**config.mk**
```make
export PLATFORM = sky130hd
export DESIGN_NAME = ccsr_regs
export DESIGN_NICKNAME = d
export VERILOG_FILES = /design/src/inc/ccsr_pkg.sv /design/src/rtl/ccsr_regs.sv
export SDC_FILE = /design/constraint.sdc
export NUM_CORES = 1
export LEC_CHECK = 0
export ABC_AREA = 1
export BUFFER_PORTS_ARGS = -buffer_cell sky130_fd_sc_hd__buf_2
export CORE_MARGIN = 3
export CORE_UTILIZATION = 30
export CTS_BUF_LIST = sky130_fd_sc_hd__clkbuf_2 sky130_fd_sc_hd__clkbuf_4 sky130_fd_sc_hd__clkbuf_8
export DETAILED_ROUTE_END_ITERATION = 10
export GPL_ROUTABILITY_DRIVEN = 0
export GPL_TIMING_DRIVEN = 0
export SYNTH_ARGS = -nofsm -noshare
export SYNTH_HDL_FRONTEND = slang
export SYNTH_SLANG_ARGS = --single-unit
```
**constraint.sdc**
```tcl
create_clock -name clk -period 0.85 [get_ports clk]
set_input_delay 0.0425 -clock clk [delete_from_list [all_inputs] [get_ports clk]]
set_output_delay 0.0425 -clock clk [all_outputs]
set_load 0.02 [all_outputs]
```
**src/inc/ccsr_pkg.sv**
```systemverilog
// Purpose: constants and types for the converter configuration and status register bank
// Assumes: byte-wide register access at the printed addresses
// Notes: multi-byte registers span consecutive byte addresses, low byte first
package ccsr_pkg;
    // -------------------------------------------------------------
    // register byte addresses
    // -------------------------------------------------------------
    localparam logic [7:0] ADDR_EDGE_POS = 8'h2c; // 3 bytes: 0x2c..0x2e
    localparam logic [7:0] ADDR_FULLSCALE = 8'h30; // 2 bytes: 0x30..0x31
    localparam logic [7:0] ADDR_POWER_MODE = 8'h37;
    localparam logic [7:0] ADDR_TIMESTAMP = 8'h3b;
    localparam logic [7:0] ADDR_REFOUT = 8'h3c;
    // -------------------------------------------------------------
    // reset values and codes
    // -------------------------------------------------------------
    localparam logic [23:0] RST_EDGE_POS = 24'h000000;
    localparam logic [15:0] RST_FULLSCALE = 16'ha000;
    localparam logic [7:0] RST_POWER_MODE = 8'h4b;
    localparam logic [7:0] RST_TIMESTAMP = 8'h00;
    localparam logic [7:0] RST_REFOUT = 8'h01;
    localparam logic [7:0] CODE_LOW_POWER = 8'h46;
    localparam logic [7:0] CODE_HIGH_PERF = 8'h4b;
    // -------------------------------------------------------------
    // field positions
    // -------------------------------------------------------------
    localparam int TS_RECV_EN_BIT = 0;
    localparam int TS_PECL_BIT = 1;
    localparam int REFOUT_EN_BIT = 0;

    // register access request from the control port
    typedef struct packed {
        logic wr;
        logic rd;
        logic [7:0] addr;
        logic [7:0] wdata;
    } ccsr_req_t;

    // analog control outputs
    typedef struct packed {
        logic [15:0] fullscale_adjust;
        logic low_power_mode;
        logic high_perf_mode;
        logic timestamp_receiver_enable;
        logic timestamp_pecl_mode;
        logic reference_output_enable;
    } ccsr_ctrl_t;
endpackage

```
**src/rtl/ccsr_regs.sv**
```systemverilog
// Purpose: configuration and status register bank of a multi-channel converter
// Assumes: control port decoded into byte read/write strobes on clk
// Notes: read data returned one cycle after the read strobe
// Notes: analog controls follow a taken write two cycles later
// Notes: status and pll inputs come from other clocks and pass two flops
// Notes: reserved power codes are stored but drive neither mode line
// Functional notes
// - read-only 24-bit field reports captured strobe edge position
// - 16-bit full-scale code, all channels, resets to 0xa000
// - power code 0x46 low power, 0x4b high performance, others reserved
// - timestamp receiver enabled only while control bit 0 set
// - timestamp control bit 1 selects low-voltage pecl receive mode
// - reference output enabled while bit 0 set and pll enabled
`timescale 1ns/1ps
module ccsr_regs (
    input wire logic clk, // control port clock, 200 MHz
    input wire logic nrst, // async reset, active low
    input wire ccsr_pkg::ccsr_req_t req, // byte access request
    input wire logic [23:0] edge_pos_in, // captured edge position from detector
    input wire logic pll_enable, // pll enable from pll control
    output logic [7:0] rdata, // read data, one cycle after rd
    output logic rvalid, // read data valid pulse
    output ccsr_pkg::ccsr_ctrl_t ctrl // registered analog controls
);
    logic [23:0] edge_sync1_q;
    logic [23:0] edge_sync2_q;
    logic [15:0] fullscale_q;
    logic [7:0] power_mode_q;
    logic [7:0] timestamp_q;
    logic [7:0] refout_q;
    logic pll_sync1_q;
    logic pll_sync2_q;
    logic [7:0] rdata_d;
    logic wr_fs_lo;
    logic wr_fs_hi;
    logic wr_power;
    logic wr_stamp;
    logic wr_refout;
    logic [15:0] fs_out_q;
    logic low_power_q;
    logic high_perf_q;
    logic ts_recv_q;
    logic ts_pecl_q;
    logic refout_en_q;

    // -------------------------------------------------------------
    // write decode
    // -------------------------------------------------------------
    // one strobe per writable byte; the edge position bytes get none,
    // so a stray host write there can never disturb the status
    assign wr_fs_lo = req.wr && (req.addr == ccsr_pkg::ADDR_FULLSCALE);
    assign wr_fs_hi = req.wr && (req.addr == ccsr_pkg::ADDR_FULLSCALE + 8'h01);
    assign wr_power = req.wr && (req.addr == ccsr_pkg::ADDR_POWER_MODE);
    assign wr_stamp = req.wr && (req.addr == ccsr_pkg::ADDR_TIMESTAMP);
    assign wr_refout = req.wr && (req.addr == ccsr_pkg::ADDR_REFOUT);

    // -------------------------------------------------------------
    // status capture
    // -------------------------------------------------------------
    // detector sits on the sample clock, so two stages before use;
    // a multi-bit word may tear, software should read it when settled
    always_ff @(posedge clk or negedge nrst) begin
        if (!nrst) begin
            edge_sync1_q <= ccsr_pkg::RST_EDGE_POS;
            edge_sync2_q <= ccsr_pkg::RST_EDGE_POS;
        end else begin
            edge_sync1_q <= edge_pos_in;
            edge_sync2_q <= edge_sync1_q;
        end
    end

    // pll enable comes from the pll control side, so it is synchronised too
    always_ff @(posedge clk or negedge nrst) begin
        if (!nrst) begin
            pll_sync1_q <= 1'h0;
            pll_sync2_q <= 1'h0;
        end else begin
            pll_sync1_q <= pll_enable;
            pll_sync2_q <= pll_sync1_q;
        end
    end

    // -------------------------------------------------------------
    // writable registers
    // -------------------------------------------------------------
    // edge position addresses have no write path at all
    always_ff @(posedge clk or negedge nrst) begin
        if (!nrst) begin
            fullscale_q <= ccsr_pkg::RST_FULLSCALE;
        end else if (wr_fs_lo) begin
            fullscale_q[7:0] <= req.wdata;
        end else if (wr_fs_hi) begin
            fullscale_q[15:8] <= req.wdata;
        end
    end

    // code stored verbatim; reserved codes read back but drive neither mode
    always_ff @(posedge clk or negedge nrst) begin
        if (!nrst) begin
            power_mode_q <= ccsr_pkg::RST_POWER_MODE;
        end else if (wr_power) begin
            power_mode_q <= req.wdata;
        end
    end

    // reserved bits stored as written so a readback shows misuse
    always_ff @(posedge clk or negedge nrst) begin
        if (!nrst) begin
            timestamp_q <= ccsr_pkg::RST_TIMESTAMP;
        end else if (wr_stamp) begin
            timestamp_q <= req.wdata;
        end
    end

    // defaults on so the reference clock runs without any host write
    always_ff @(posedge clk or negedge nrst) begin
        if (!nrst) begin
            refout_q <= ccsr_pkg::RST_REFOUT;
        end else if (wr_refout) begin
            refout_q <= req.wdata;
        end
    end

    // -------------------------------------------------------------
    // read path
    // -------------------------------------------------------------
    // unmapped addresses read as zero
    always_comb begin
        rdata_d = 8'h00;
        unique case (req.addr)
            ccsr_pkg::ADDR_EDGE_POS: rdata_d = edge_sync2_q[7:0];
            ccsr_pkg::ADDR_EDGE_POS + 8'h01: rdata_d = edge_sync2_q[15:8];
            ccsr_pkg::ADDR_EDGE_POS + 8'h02: rdata_d = edge_sync2_q[23:16];
            ccsr_pkg::ADDR_FULLSCALE: rdata_d = fullscale_q[7:0];
            ccsr_pkg::ADDR_FULLSCALE + 8'h01: rdata_d = fullscale_q[15:8];
            ccsr_pkg::ADDR_POWER_MODE: rdata_d = power_mode_q;
            ccsr_pkg::ADDR_TIMESTAMP: rdata_d = timestamp_q;
            ccsr_pkg::ADDR_REFOUT: rdata_d = refout_q;
            default: rdata_d = 8'h00;
        endcase
    end

    // valid pulses once for every taken read strobe
    always_ff @(posedge clk or negedge nrst) begin
        if (!nrst) begin
            rvalid <= 1'h0;
        end else begin
            rvalid <= req.rd;
        end
    end

    // read byte holds until the next read, so a slow host can still pick it up
    always_ff @(posedge clk or negedge nrst) begin
        if (!nrst) begin
            rdata <= 8'h00;
        end else if (req.rd) begin
            rdata <= rdata_d;
        end
    end

    // -------------------------------------------------------------
    // control outputs
    // -------------------------------------------------------------
    // each control has its own flop so the analog side never sees decode glitches;
    // the price is one extra cycle after a write
    always_ff @(posedge clk or negedge nrst) begin
        if (!nrst) begin
            fs_out_q <= ccsr_pkg::RST_FULLSCALE;
        end else begin
            fs_out_q <= fullscale_q;
        end
    end

    // reserved codes leave both mode lines low rather than guess a mode
    always_ff @(posedge clk or negedge nrst) begin
        if (!nrst) begin
            low_power_q <= (ccsr_pkg::RST_POWER_MODE == ccsr_pkg::CODE_LOW_POWER);
        end else begin
            low_power_q <= (power_mode_q == ccsr_pkg::CODE_LOW_POWER);
        end
    end

    // high performance only for its exact code
    always_ff @(posedge clk or negedge nrst) begin
        if (!nrst) begin
            high_perf_q <= (ccsr_pkg::RST_POWER_MODE == ccsr_pkg::CODE_HIGH_PERF);
        end else begin
            high_perf_q <= (power_mode_q == ccsr_pkg::CODE_HIGH_PERF);
        end
    end

    // receiver stays off unless software asks for it
    always_ff @(posedge clk or negedge nrst) begin
        if (!nrst) begin
            ts_recv_q <= ccsr_pkg::RST_TIMESTAMP[ccsr_pkg::TS_RECV_EN_BIT];
        end else begin
            ts_recv_q <= timestamp_q[ccsr_pkg::TS_RECV_EN_BIT];
        end
    end

    // termination mode; only meaningful while the receiver is on
    always_ff @(posedge clk or negedge nrst) begin
        if (!nrst) begin
            ts_pecl_q <= ccsr_pkg::RST_TIMESTAMP[ccsr_pkg::TS_PECL_BIT];
        end else begin
            ts_pecl_q <= timestamp_q[ccsr_pkg::TS_PECL_BIT];
        end
    end

    // the enable bit alone never turns the output on, the pll must run too;
    // seen through the synchroniser and this flop, so it lags the pll by three cycles
    always_ff @(posedge clk or negedge nrst) begin
        if (!nrst) begin
            refout_en_q <= 1'h0;
        end else begin
            refout_en_q <= refout_q[ccsr_pkg::REFOUT_EN_BIT] & pll_sync2_q;
        end
    end

    // packed in the order the package struct declares its fields
    assign ctrl = {fs_out_q, low_power_q, high_perf_q, ts_recv_q, ts_pecl_q, refout_en_q};
endmodule

```
# After elaboration in Yosys (flattened, before gate mapping)
# Index checks and enable logic that the tools add are counted.
# classes
eq_ne	10
muxes	1
n_bitwise	2
reduce_logical	6
# ops
op	count
8-bit by 6-bit equality test with 1-bit output (second input constant)	8
8-bit case mux with 8 select lines	1
8-bit by 7-bit equality test with 1-bit output (second input constant)	2
1-bit logical AND	5
2-bit AND reduction	1
1-bit bitwise AND	1
1-bit NOT	1
# word_totals
register_bits	120
input_bits	45
out_inout_bits	30
wordCells	36

# Logic depth before layout (Yosys ltp)
# logic_depth
ltp_word	4
ltp_mapped	10
ltp_nobuf	9

# Worst setup path before layout
# Ideal clock, no wire load.
# synth_timing
kind	input to register
from	in req[14] (netlist bit)
to	reg timestamp_q[2]
setup_ns	0.126
arrival_ns	0.916
required_ns	0.724
slack_ns	-0.192
cell_stages	7
n_path_buf	1
path_cell_list	inv_2 -> nand2_1 -> nor2_4 -> inv_2 -> nor4_4 -> buf_4 -> o21ai_0
# synth_between
elab_chain_cells	2
# synth_rtl
element	line_no	source
start, declared	ccsr_regs.sv:18	input wire ccsr_pkg::ccsr_req_t req,
8-bit by 6-bit equality test with 1-bit output	ccsr_regs.sv:54	assign wr_stamp = req.wr && (req.addr == ccsr_pkg::ADDR_TIMESTAMP);
1-bit logical AND	ccsr_regs.sv:54	
end signal, assigned	ccsr_regs.sv:109	timestamp_q <= ccsr_pkg::RST_TIMESTAMP;
end signal, assigned	ccsr_regs.sv:111	timestamp_q <= req.wdata;
end, declared	ccsr_regs.sv:29	logic [7:0] timestamp_q;
# No other way between the ends.
# A chain may end at the register's enable or synchronous reset.

# Worst setup path in the final report
# layout_timing
from	reg high_perf_q
to	out ctrl[3] (netlist bit)
# layout_rtl
element	line_no	source
start, declared	ccsr_regs.sv:41	logic high_perf_q;
start signal, assigned	ccsr_regs.sv:186	high_perf_q <= (ccsr_pkg::RST_POWER_MODE == ccsr_pkg::CODE_HIGH_PERF);
start signal, assigned	ccsr_regs.sv:188	high_perf_q <= (power_mode_q == ccsr_pkg::CODE_HIGH_PERF);
end, declared	ccsr_regs.sv:23	output ccsr_pkg::ccsr_ctrl_t ctrl
# No word-level cell between the ends.

==> run metrics <==
CP Cell Sequence=buf_6; wire length per cell=about 14 um; initial core utilization=0.314; Finish-stage setup viols=~50; drt drc=0; chip width=about 130 um; Peak Freq=between 900 and 1000 MHz; gr usage total=0.146; Synth Warn #=0; HP Class=in2reg; largest net degree at the start of global routing=a little under 90; first-pass GRT wire length=approximately 18000 um; Syn Area/Cell=roughly 10 um2; area of the multi-input gates=about 0.0014 mm2; CP max FO=1; fin nets=635; clock buffer depth=2; placed inst area=0.00515 mm2; Die Span Y=about 130 um; clk slew on worst S/H paths=0.07 ns; drt first pass iters=4; Leakage=~3.2 nW; Reg area=slightly above 0.003 mm2; period utilization=1.30; TritonCTS clock tree=built; DP HPWL=about 7600 um; initial antenna violation count=0; CP required=0.81 ns; final instance area=between 0.006 and 0.007 mm2; I/O Buffers=74; ant diodes=0; Setup CP Type=reg2out; share of cells above drive strength 1=0.370; CP Buf/Inv Count=1; Area growth, synth to finish=46.4%; synthesized net count=between 400 and 500; vias after detailed routing=around 3500; Filler Cell Count=approximately 1400; slew of the pin with the lowest slew margin=roughly 0.45 ns; Crit-path slowest cell=dfstp_2; Slew Limit Fails=0; unrepaired setup endpoints after global routing=yes; final worst setup slack=-0.259 ns; starting DRC count in detailed routing=between 150 and 200; minimum clock period=1.11 ns; clk_lat worst skew=between 0.4 and 0.5 ns; core area=about 0.014 mm2; final hold slack=roughly 0.019 ns; relative slew slack=0.703; final hold viol count=0; worst vdd ir=about 0.0011 V; Synth Instances=between 400 and 500; Die ar.=roughly 0.016 mm2; CP arrival=1.07 ns; clk sinks=120; H-tree level count=4; status=finished with violations; Synth cell types=19; slowest cell delay on critical path=between 0.5 and 0.6 ns; number of max-cap violations=0; Vias/cell=roughly 4.4; clk root buf=clkbuf_8; Critical Path Start Type=register; FF+latch count, synth=120; Clock Skews=between 0.009 and 0.01 ns; Core Rows=43; CTS Buf Count=17; IO Count=75; Antenna Nets Post-Route=0; Syn Std Cell Area=roughly 0.0045 mm2; final WL=~11000 um; failing checks=setup timing; vias in the first global route=around 3700; global route total overflow=0; Critical Path Sink Type=output port; crit-path leading delay family=flip-flops; Power Density=1900 mW/mm2; sequential cell area fraction in the yosys report=0.677
==> synthesized netlist by cell type, drive strengths merged <==
master	count	area (um2)
inv	43	161
dfrtp	110	2750
dfstp	10	263
o21ai	40	200
nor2	27	119
nand4	3	18.8
clkbuf	5	18.8
nand3	66	335
nand2	116	438
buf	13	83.8
nor4	3	63.8
==> layer usage <==
metal	wire (um)	track usage	vias up
li1	-	-	1697
met1	4930	0.187	1677
met2	5640	0.234	83
met3	520	0.0438	24
met4	263	0.0568	0
met5	0	0	-
==> power by group <==
group | switching, W | internal [W]
Clock | 0.00235 | 0.00269
Combinational | 0.000589 | 0.000519
Sequential | 0.000165 | 0.00605
Total | 0.00310 | 0.00926
==> sequential cells by signal, indices dropped and copies added (netlist names) <==
name,count
edge_sync1_q,24
edge_sync2_q,24
fs_out_q,16
fullscale_q,16
power_mode_q,8
rdata,8
refout_q,8
timestamp_q,8
high_perf_q,1
low_power_q,1
pll_sync1_q,1
pll_sync2_q,1
refout_en_q,1
rvalid,1
ts_pecl_q,1
ts_recv_q,1
==> layout by cell type, fill, tap and decap left out, drive strengths merged <==
cell         instances
clkbuf              24
nor2                27
nand2              116
clkinv               9
dlygate4sd3         35
nand4                3
dfstp               10
bufinv               2
buf                112
o21ai               40
nor4                 3
dfrtp              110
nand3               66
inv                 44
clkinvlp             2
==> cell families after synthesis <==
| group | count (synthesis) | synth area share |
|---|---|---|
| AO/OA/AOI/OAI | 40 | 0.0449 |
| buffers and inverters | 61 | 0.0593 |
| flip-flops | 120 | 0.677 |
| AND/OR/NAND/NOR | 215 | 0.219 |
==> metrics by stage <==
step	setup TNS, ns	instances	setup slack, ns	utilization	power, W
floorplan	-5.62	436	-0.174	-	0.00662
global placement	-216.43	690	-1.66	0.360	0.00702
detailed placement	-24.99	691	-0.593	0.362	0.00707
CTS	-7.25	771	-0.296	0.443	0.0125
global route	-9.14	783	-0.305	0.459	0.0130
finish	-6.63	783	-0.259	0.459	0.0124
==> path summary, 6_finish.rpt <==
kind	from	endpoint	slack, ns	cells past startpoint
max	high_perf_q	ctrl[3]	-0.26	1
min	req[17]	refout_q[0]	0.02	4
max reg2reg	power_mode_q[1]	rdata[1]	-0.19	6
min reg2reg	pll_sync1_q	pll_sync2_q	0.34	0
max in group asynchronous	nrst	high_perf_q	0.18	3
min in group asynchronous	nrst	rdata[0]	0.07	2
==> cell type report <==
class,count,share of cell area
Clock buffer,18,0.0380
Clock inverter,14,0.0232
Timing Repair Buffer,140,0.187
Sequential cell,120,0.462
Buffer,13,0.0153
Inverter,43,0.0278
Tap cell,180,0.0345
Multi-Input combinational cell,255,0.212
==> repair_timing <==
action,CTS,global route
endpoints found under the hold margin,176,0
buffers inserted,17,10
resized for setup,97,37
gates cloned,1,2
pin swaps,24,19
hold buffers,35,0
endpoints found under the setup margin,72,143
Note: power is estimated with default switching activity, not from simulation.
